## src/csr_cfg_pkg.sv

```systemverilog
// constants for the mac configuration register bank
package csr_cfg_pkg;
    // indirect port commands, low four bits of the command register
    localparam logic [3:0] CMD_NOP = 4'h0;
    localparam logic [3:0] CMD_WRITE = 4'h8;
    localparam logic [3:0] CMD_READ = 4'h9;
    localparam int BUSY_BIT = 7;
    // register addresses
    localparam logic [7:0] ADDR_MAC_CONTROL = 8'h00;
    localparam logic [7:0] ADDR_STATION_HIGH = 8'h04;
    localparam logic [7:0] ADDR_STATION_LOW = 8'h08;
    // reset values and writable masks
    localparam logic [31:0] MAC_CONTROL_RESET = 32'h0004_0000;
    localparam logic [31:0] MAC_CONTROL_MASK = 32'hD8FF_BDEC;
    localparam logic [31:0] STATION_HIGH_RESET = 32'h0000_FFFF;
    localparam logic [31:0] STATION_HIGH_MASK = 32'h0000_FFFF;
    localparam logic [31:0] STATION_LOW_RESET = 32'hFFFF_FFFF;
    // mac control field positions
    localparam int F_RECEIVE_ALL = 31;
    localparam int F_BYTE_ORDER = 30;
    localparam int F_HEARTBEAT_DIS = 28;
    localparam int F_PORT_SELECT = 27;
    localparam int F_RX_OWN_DIS = 23;
    localparam int F_LOOPBACK_HI = 22;
    localparam int F_LOOPBACK_LO = 21;
    localparam int F_FULL_DUPLEX = 20;
    localparam int F_PASS_MCAST = 19;
    localparam int F_PROMISCUOUS = 18;
    localparam int F_INVERSE = 17;
    localparam int F_PASS_BAD = 16;
    localparam int F_HASH_ONLY = 15;
    localparam int F_HASH_PERFECT = 13;
    localparam int F_LATE_COLL = 12;
    localparam int F_BCAST_DIS = 11;
    localparam int F_RETRY_DIS = 10;
    localparam int F_PAD_STRIP = 8;
    localparam int F_BACKOFF_HI = 7;
    localparam int F_BACKOFF_LO = 6;
    localparam int F_DEFERRAL = 5;
    localparam int F_TX_ENABLE = 3;
    localparam int F_RX_ENABLE = 2;
    // loopback codes
    localparam logic [1:0] LOOP_NORMAL = 2'h0;
    localparam logic [1:0] LOOP_INTERNAL = 2'h1;
    localparam logic [1:0] LOOP_EXTERNAL = 2'h2;
    // transmit policy
    localparam logic [4:0] ATTEMPTS_NORMAL = 5'h10;
    localparam logic [4:0] ATTEMPTS_NO_RETRY = 5'h01;
    localparam int SLOT_BITS = 512;
    localparam int DEFER_LIMIT_BITS = 24288;
    localparam int PAD_MIN_LENGTH = 46;
endpackage : csr_cfg_pkg

```

## src/csr_access_if.sv

```systemverilog
// word access path between the indirect port and the register file
`timescale 1ns/1ps
`default_nettype none
interface csr_access_if;
    logic wr_en;
    logic [7:0] addr;
    logic [31:0] wdata;
    logic [31:0] rdata;
    modport port (output wr_en, output addr, output wdata, input rdata);
    modport regs (input wr_en, input addr, input wdata, output rdata);
endinterface : csr_access_if
`default_nettype wire

```

## src/csr_cfg_regs.sv

```systemverilog
// mac control and station address register file
`timescale 1ns/1ps
`default_nettype none
module csr_cfg_regs
    import csr_cfg_pkg::*;
(
    // clock and reset
    input wire logic sys_clk,
    input wire logic rst,
    // word access
    csr_access_if.regs acc,
    // register contents
    output logic [31:0] mac_control,
    output logic [47:0] station_address
);
    logic [31:0] ctrl_reg, ctrl_next;
    logic [15:0] high_reg, high_next;
    logic [31:0] low_reg, low_next;

    always_comb begin
        ctrl_next = ctrl_reg;
        high_next = high_reg;
        low_next = low_reg;
        if (acc.wr_en) begin
            case (acc.addr)
                // unused bits ignore writes
                ADDR_MAC_CONTROL: ctrl_next = acc.wdata & MAC_CONTROL_MASK;
                ADDR_STATION_HIGH: high_next = acc.wdata[15:0];
                ADDR_STATION_LOW: low_next = acc.wdata;
                default: ;
            endcase
        end
    end

    always_ff @(posedge sys_clk) begin
        if (rst) begin
            ctrl_reg <= MAC_CONTROL_RESET;
            high_reg <= STATION_HIGH_RESET[15:0];
            low_reg <= STATION_LOW_RESET;
        end else begin
            ctrl_reg <= ctrl_next;
            high_reg <= high_next;
            low_reg <= low_next;
        end
    end

    always_comb begin
        case (acc.addr)
            ADDR_MAC_CONTROL: acc.rdata = ctrl_reg;
            ADDR_STATION_HIGH: acc.rdata = {16'h0000, high_reg};
            ADDR_STATION_LOW: acc.rdata = low_reg;
            default: acc.rdata = 32'h0000_0000;
        endcase
    end

    assign mac_control = ctrl_reg;
    assign station_address = {high_reg, low_reg};
endmodule : csr_cfg_regs
`default_nettype wire

```

## src/ethernet_mac_csr_config.sv

```systemverilog
// indirect register port and decoded mac configuration outputs
// What this block does
// - read: address, command 1001b, wait busy bit 7 clear, unload four bytes.
// - indirectly reached registers are 32 bits wide, except station high: 16 bits, upper half reads zero.
// - receive-all passes error-free frames with filter bit set, beats flushing.
// - byte order bit: little-endian when clear, big-endian when set.
// - port select: mii or serial codec; heartbeat disable only in codec mode.
// - receive-own disable blocks reception while own transmit enable is high.
// - loopback field: normal, internal, external; code 11 reserved.
// - duplex bit: half duplex when clear, full duplex when set.
// - pass-all-multicast accepts all multicast and clears filter fail.
// - promiscuous resets set; clearing it restores address filtering.
// - inverse filtering inverts the address check decision for all but broadcast frames.
// - pass-bad-frames flags filter-passing frames even with errors.
// - hash bits pick perfect, multicast hash, or hash for both.
// - late collision: abort when clear, keep retrying when set.
// - broadcast disable clears filter bit for broadcasts (not under receive-all), else set.
// - retry disable: one attempt, else sixteen, before retry error.
// - pad strip removes pad and crc when length field below 46.
// - backoff from free 10-bit slot counter masked to 10, 8, 4 or 1 bits.
// - deferral check aborts after more than 24,288 bit times deferring.
// - transmitter and receiver run only while enabled; both reset clear.
// - 48-bit station address split high 16 / low 32, resets to ones.
`timescale 1ns/1ps
`default_nettype none
module ethernet_mac_csr_config
    import csr_cfg_pkg::*;
#(
    parameter int READ_LATENCY = 2
) (
    // clock and reset
    input wire logic sys_clk,
    input wire logic rst,
    // cpu side indirect port
    input wire logic buffer_command_we,
    input wire logic [7:0] buffer_command_wdata,
    output logic [7:0] buffer_command_reg,
    input wire logic indirect_address_we,
    input wire logic [7:0] indirect_address_wdata,
    output logic [7:0] indirect_address_reg,
    input wire logic indirect_data_we,
    input wire logic indirect_data_re,
    input wire logic [7:0] indirect_data_wdata,
    output logic [7:0] indirect_data_reg,
    // frame filter inputs, one per received frame
    input wire logic rx_frame_done,
    input wire logic rx_frame_error,
    input wire logic rx_is_broadcast,
    input wire logic rx_is_multicast,
    input wire logic rx_perfect_hit,
    input wire logic rx_hash_hit,
    input wire logic [15:0] rx_length_field,
    input wire logic flush_filter_fail,
    // transmit side inputs
    input wire logic tx_en,
    input wire logic late_collision,
    input wire logic bit_time_tick,
    input wire logic deferring,
    // filter results
    output logic rx_packet_filter,
    output logic rx_frame_accept,
    output logic rx_strip_pad,
    // decoded configuration
    output logic big_endian,
    output logic codec_mode,
    output logic heartbeat_enable,
    output logic rx_blocked,
    output logic [1:0] loopback_select,
    output logic full_duplex,
    output logic tx_allowed,
    output logic rx_allowed,
    output logic late_collision_abort,
    output logic [4:0] attempt_limit,
    output logic [9:0] backoff_slots,
    output logic defer_abort,
    output logic [47:0] station_address
);
    typedef enum logic [1:0] {IDLE = 2'b00, READ_WAIT = 2'b01, READ_DONE = 2'b11} port_state_e;

    localparam logic [7:0] RD_LAT = 8'(READ_LATENCY);
    localparam logic [8:0] SLOT_COUNT = 9'(SLOT_BITS - 1);
    localparam logic [14:0] DEFER_COUNT = 15'(DEFER_LIMIT_BITS);

    csr_access_if acc ();
    logic [31:0] mac_control;

    port_state_e state_reg, state_next;
    logic [31:0] shift_reg, shift_next;
    logic [7:0] addr_reg, addr_next;
    logic [3:0] cmd_reg, cmd_next;
    logic [7:0] wait_reg, wait_next;
    logic [8:0] slot_bit_reg, slot_bit_next;
    logic [9:0] backoff_cnt_reg, backoff_cnt_next;
    logic [14:0] defer_reg, defer_next;
    logic [7:0] data_out_reg, data_out_next;
    logic pf_reg, pf_next, acc_reg, acc_next, strip_reg, strip_next;

    csr_cfg_regs u_regs (
        .sys_clk(sys_clk),
        .rst(rst),
        .acc(acc),
        .mac_control(mac_control),
        .station_address(station_address)
    );

    // one free counter serves every limit; the mask only narrows the draw
    function automatic logic [9:0] backoff_mask(input logic [1:0] code);
        case (code)
            2'h0: backoff_mask = 10'h3FF;
            2'h1: backoff_mask = 10'h0FF;
            2'h2: backoff_mask = 10'h00F;
            default: backoff_mask = 10'h001;
        endcase
    endfunction

    // indirect port state
    always_comb begin
        state_next = state_reg;
        shift_next = shift_reg;
        addr_next = addr_reg;
        cmd_next = cmd_reg;
        wait_next = wait_reg;
        acc.wr_en = 1'b0;
        acc.addr = addr_reg;
        acc.wdata = shift_reg;
        // data loads shift in msb first
        if (indirect_data_we) begin
            shift_next = {shift_reg[23:0], indirect_data_wdata};
        end else if (indirect_data_re && state_reg != READ_WAIT) begin
            shift_next = {shift_reg[23:0], 8'h00};
        end
        if (indirect_address_we) begin
            addr_next = indirect_address_wdata;
        end
        case (state_reg)
            IDLE, READ_DONE: begin
                if (buffer_command_we) begin
                    cmd_next = buffer_command_wdata[3:0];
                    if (buffer_command_wdata[3:0] == CMD_WRITE) begin
                        acc.wr_en = 1'b1;
                        state_next = IDLE;
                    end else if (buffer_command_wdata[3:0] == CMD_READ) begin
                        wait_next = RD_LAT;
                        state_next = READ_WAIT;
                    end
                end
            end
            READ_WAIT: begin
                // commands while busy are ignored
                // register file answers at once; the wait models the access time
                if (wait_reg == 8'h00) begin
                    shift_next = acc.rdata;
                    state_next = READ_DONE;
                end else begin
                    wait_next = wait_reg - 8'h01;
                end
            end
            default: state_next = IDLE;
        endcase
        data_out_next = shift_next[31:24];
    end

    always_ff @(posedge sys_clk) begin
        if (rst) begin
            state_reg <= IDLE;
            shift_reg <= 32'h0000_0000;
            addr_reg <= 8'h00;
            cmd_reg <= CMD_NOP;
            wait_reg <= 8'h00;
            data_out_reg <= 8'h00;
        end else begin
            state_reg <= state_next;
            shift_reg <= shift_next;
            addr_reg <= addr_next;
            cmd_reg <= cmd_next;
            wait_reg <= wait_next;
            data_out_reg <= data_out_next;
        end
    end

    assign buffer_command_reg = {state_reg == READ_WAIT, 3'h0, cmd_reg};
    assign indirect_address_reg = addr_reg;
    assign indirect_data_reg = data_out_reg;

    // frame filter decision, registered one cycle after frame done
    // results are held between frames so the status word stays readable
    always_comb begin
        logic dest_ok;
        logic hash_mc;
        logic hash_uc;
        dest_ok = 1'b0;
        hash_mc = mac_control[F_HASH_PERFECT];
        hash_uc = mac_control[F_HASH_PERFECT] & mac_control[F_HASH_ONLY];
        if (rx_is_broadcast) begin
            dest_ok = !mac_control[F_BCAST_DIS];
        end else if (rx_is_multicast) begin
            dest_ok = hash_mc ? rx_hash_hit : rx_perfect_hit;
        end else begin
            dest_ok = hash_uc ? rx_hash_hit : rx_perfect_hit;
        end
        if (mac_control[F_INVERSE] && !rx_is_broadcast) begin
            dest_ok = !dest_ok;
        end
        if (rx_is_multicast && !rx_is_broadcast && mac_control[F_PASS_MCAST]) begin
            dest_ok = 1'b1;
        end
        if (mac_control[F_PROMISCUOUS]) begin
            dest_ok = 1'b1;
        end
        // broadcast disable wins even over promiscuous mode
        if (rx_is_broadcast && mac_control[F_BCAST_DIS]) begin
            dest_ok = 1'b0;
        end
        pf_next = dest_ok && (!rx_frame_error || mac_control[F_PASS_BAD]);
        if (mac_control[F_RECEIVE_ALL] && !rx_frame_error) begin
            pf_next = 1'b1;
        end
        // flushing drops failed frames unless receive-all overrides it
        acc_next = pf_next || !flush_filter_fail || mac_control[F_RECEIVE_ALL];
        strip_next = mac_control[F_PAD_STRIP] && (rx_length_field < 16'(PAD_MIN_LENGTH));
        if (!rx_frame_done) begin
            pf_next = pf_reg;
            acc_next = acc_reg;
            strip_next = strip_reg;
        end
    end

    // carrier deferral comes from the phy side, so it is resynchronised first
    logic defer_meta_reg, defer_meta_next, defer_sync_reg, defer_sync_next;
    always_comb begin
        defer_meta_next = deferring;
        defer_sync_next = defer_meta_reg;
    end
    always_ff @(posedge sys_clk) begin
        if (rst) begin
            defer_meta_reg <= 1'b0;
            defer_sync_reg <= 1'b0;
        end else begin
            defer_meta_reg <= defer_meta_next;
            defer_sync_reg <= defer_sync_next;
        end
    end

    // slot and deferral timers on the bit time enable
    // saturating one past the limit keeps the abort standing while deferral lasts
    always_comb begin
        slot_bit_next = slot_bit_reg;
        backoff_cnt_next = backoff_cnt_reg;
        defer_next = defer_reg;
        if (bit_time_tick) begin
            slot_bit_next = (slot_bit_reg == SLOT_COUNT) ? 9'h000 : slot_bit_reg + 9'h001;
            if (slot_bit_reg == SLOT_COUNT) begin
                backoff_cnt_next = backoff_cnt_reg + 10'h001;
            end
        end
        if (!defer_sync_reg) begin
            defer_next = 15'h0000;
        end else if (bit_time_tick && defer_reg <= DEFER_COUNT) begin
            defer_next = defer_reg + 15'h0001;
        end
    end

    always_ff @(posedge sys_clk) begin
        if (rst) begin
            pf_reg <= 1'b0;
            acc_reg <= 1'b0;
            strip_reg <= 1'b0;
            slot_bit_reg <= 9'h000;
            backoff_cnt_reg <= 10'h000;
            defer_reg <= 15'h0000;
        end else begin
            pf_reg <= pf_next;
            acc_reg <= acc_next;
            strip_reg <= strip_next;
            slot_bit_reg <= slot_bit_next;
            backoff_cnt_reg <= backoff_cnt_next;
            defer_reg <= defer_next;
        end
    end

    assign rx_packet_filter = pf_reg;
    assign rx_frame_accept = acc_reg;
    assign rx_strip_pad = strip_reg;
    assign big_endian = mac_control[F_BYTE_ORDER];
    assign codec_mode = mac_control[F_PORT_SELECT];
    assign heartbeat_enable = !(mac_control[F_PORT_SELECT] && mac_control[F_HEARTBEAT_DIS]);
    assign rx_blocked = mac_control[F_RX_OWN_DIS] && tx_en;
    assign loopback_select = mac_control[F_LOOPBACK_HI:F_LOOPBACK_LO];
    assign full_duplex = mac_control[F_FULL_DUPLEX];
    assign tx_allowed = mac_control[F_TX_ENABLE];
    assign rx_allowed = mac_control[F_RX_ENABLE] && !rx_blocked;
    assign late_collision_abort = late_collision && !mac_control[F_LATE_COLL];
    assign attempt_limit = mac_control[F_RETRY_DIS] ? ATTEMPTS_NO_RETRY : ATTEMPTS_NORMAL;
    assign backoff_slots = backoff_cnt_reg
        & backoff_mask(mac_control[F_BACKOFF_HI:F_BACKOFF_LO]);
    assign defer_abort = mac_control[F_DEFERRAL] && (defer_reg > DEFER_COUNT);
endmodule : ethernet_mac_csr_config
`default_nettype wire

```

## config.mk

```make
export PLATFORM = sky130hd
export DESIGN_NAME = ethernet_mac_csr_config
export DESIGN_NICKNAME = d
export VERILOG_FILES = /design/src/csr_cfg_pkg.sv /design/src/csr_access_if.sv /design/src/csr_cfg_regs.sv /design/src/ethernet_mac_csr_config.sv
export SDC_FILE = /design/constraint.sdc
export NUM_CORES = 1
export LEC_CHECK = 0
export ABC_AREA = 1
export BUFFER_PORTS_ARGS = -buffer_cell sky130_fd_sc_hd__buf_2
export CAP_MARGIN = 5
export CORE_UTILIZATION = 35
export DETAILED_ROUTE_END_ITERATION = 12
export GPL_TIMING_DRIVEN = 0
export SYNTH_ARGS = -nofsm -noshare
export SYNTH_HDL_FRONTEND = slang
export SYNTH_SLANG_ARGS = --single-unit
```

## constraint.sdc

```tcl
create_clock -name sys_clk -period 2.5 [get_ports sys_clk]
set_input_delay 0.25 -clock sys_clk [delete_from_list [all_inputs] [get_ports sys_clk]]
set_output_delay 0.25 -clock sys_clk [all_outputs]
set_load 0.05 [all_outputs]
```

==> flow_metrics.env <==
export IMPL_grt_util_all_layers_pct=22.00
export IMPL_finalNetCount=1332
export IMPL_dr_pass1_iters=5
export IMPL_antenna_found_initial=0
export IMPL_ys_ff_latch=164
export IMPL_path_clk_slew_ps=60
export IMPL_ios=158
export IMPL_nFillCells=2311
export IMPL_n_antenna_cell=0
export IMPL_synth_area_um2=7759
export IMPL_grt_pass1_vias=7016
export IMPL_netlist_instances=1098
export IMPL_ys_flop_type="dfxtp_1"
export IMPL_remaining_drc_errors=0
export IMPL_power_total_mw=7.610
export IMPL_vdd_drop_max_mv=0.4217
export IMPL_hold_path_class="in2reg"
export IMPL_ys_seq_area_share_pct=42.32
export IMPL_area_growth_pct=21.63
export IMPL_rsz0062_at_grt="true"
export IMPL_cts_resized=0
export IMPL_final_cells=1558
export IMPL_grt_max_degree=17
export IMPL_cts_sink_count=164
export IMPL_core_um2=21760
export IMPL_ctsHoldBuffers=0
export IMPL_slew_headroom_pct=52.69
export IMPL_synth_edff_count=0
export IMPL_yosys_cell_types_count=39
export IMPL_fmax_ghz=0.4325
export IMPL_maxSlewViolCount=0
export IMPL_cap_violations=0
export IMPL_setup_violations=0
export IMPL_ys_warnings_count=0
export IMPL_clock_path_buffers=2
export IMPL_worst_slew_pin_slew_ps=709.6
export IMPL_cts_tree="done"
export IMPL_clock_skew_ps=15.58
export IMPL_placedCellCount=1527
export IMPL_die_area_um2=22770
export IMPL_viasPerCell=5.030
export IMPL_async_reset_ff_share_pct=0
export IMPL_root_buffer="clkbuf_16"
export IMPL_period_minus_slack_ps=2312
export IMPL_powerDensity_nw_per_um2=806.5
export IMPL_grt_pass1_wl_um=37980
export IMPL_tns_ps=0
export IMPL_synth_area_per_cell_um2=7.066
export IMPL_wl_per_cell_um=15.69
export IMPL_rows=54
export IMPL_die_h_um=150.9
export IMPL_finalCritPeriodShare_pct=92.49
export IMPL_hpwl_um=18260
export IMPL_cp_max_fo=10
export IMPL_drive_gt1_share_pct=19.87
export IMPL_clock_latency_ps=440
export IMPL_drtIter0Drc=674
export IMPL_vias=7836
export IMPL_mostFrequentLayoutCells="271 x nand2_1, 165 x buf_2, 164 x dfxtp_1, 110 x a21oi_1, 104 x o21ai_0"
export IMPL_crit_required_ps=2250
export IMPL_arrival_ps=2060
export IMPL_gp_congestion=0.9176
export IMPL_htreeDepth=4
export IMPL_endpoint_kind="output port"
export IMPL_critical_path_class="reg2out"
export IMPL_wl_um=24440
export IMPL_cts_setup_buffers=0
export IMPL_cts_buffers=17
export IMPL_hold_violations=0
export IMPL_status="finished clean"
export IMPL_die_w_um=150.9
export IMPL_cp_start_kind="flip-flop"
export IMPL_port_buffers=144
export IMPL_final_common_cell="nand2_1"
export IMPL_start_util_pct=35.66
export IMPL_grt_overflow_total=0
export IMPL_p_leak_nw=4.281
export IMPL_ant_nets=0
[per-layer routing]
metal | up-vias | global-route usage (%) | wire [um]
li1 | 3914 | - | -
met1 | 3611 | 29.91 | 10990
met2 | 278 | 34.84 | 11100
met3 | 33 | 4.187 | 1845
met4 | 0 | 7.250 | 507
met5 | - | 0 | 0
[synth_stat cells, drive strengths merged (2+ instances only)]
cell type | count | area share (%)
a211oi | 6 | 0.58
a21oi | 110 | 7.1
a31oi | 5 | 0.40
and3 | 2 | 0.16
buf | 49 | 4.2
clkbuf | 23 | 1.1
dfxtp | 164 | 42
ha | 9 | 1.5
inv | 103 | 5.0
nand2 | 278 | 14
nand3 | 71 | 4.6
nand4 | 8 | 0.65
nor2 | 99 | 5.4
nor3 | 17 | 1.4
nor3b | 2 | 0.19
o211ai | 30 | 3.3
o21ai | 104 | 6.7
or2 | 2 | 0.16
xor2 | 10 | 1.1
[logic make-up after synthesis]
kind of cell,count (synthesis),synth area share [%]
other,1,0.04833
xor gates and xnor gates,10,1.129
DFF,164,42.32
buffers and inverters,175,10.27
adders and majority gates,9,1.451
and+or+nand+nor,481,26.40
AOI/OAI and AO/OA,258,18.38
[critical path: stages (launching register included)]
cell	delay [ps]
dfxtp_1	410
inv_1	100
ha_1	210
nand3_1	80
nor2_1	40
nand3_1	70
nand2_2	100
buf_2	200
nor2_1	130
buf_2	280
[area by class of cell]
class	count	area, um2	share of cell area [%]
flip-flops and latches	164	3283	34.79
repair buffers	144	720.7	7.637
well taps	280	350.3	3.713
multi-input cells	764	3710	39.31
plain buffers	72	410.4	4.349
clock buffers	18	429.2	4.548
inverters	103	386.6	4.097
clock inverters	13	146.4	1.551
[worst paths after layout]
kind | from | endpoint | slack (ps) | depth (start not counted)
worst max-delay path | defer_reg[0]$_SDFFE_PP0P_ | defer_abort | 190 | 9
worst min-delay path | deferring | defer_meta_reg$_SDFF_PP0_ | 60 | 3
worst max register to register | slot_bit_reg[0]$_SDFFE_PP0P_ | backoff_cnt_reg[8]$_SDFFE_PP0P_ | 220 | 11
worst min register to register | defer_meta_reg$_SDFF_PP0_ | defer_sync_reg$_SDFF_PP0_ | 410 | 2
[per-stage QoR]
stage,setup slack [ps],utilization [%],hold slack (ps),cell area [um2]
after CTS,182.7,43.32,49.68,9424
after floorplan,517.6,-,344.1,7777
after detailed placement,252.8,40.67,395.0,8848
final,187.7,43.37,64.42,9437
after global routing,-21.54,43.37,82.01,9437
after global placement,243.0,40.67,394.4,8848
[where the power goes]
| group | internal [mW] | total, mW | switching (mW) |
|---|---|---|---|
| Sequential | 2.85 | 3.05 | 0.197 |
| Combinational | 0.569 | 1.93 | 1.36 |
| Clock | 1.48 | 2.63 | 1.15 |
(Power assumes the default switching activity.)
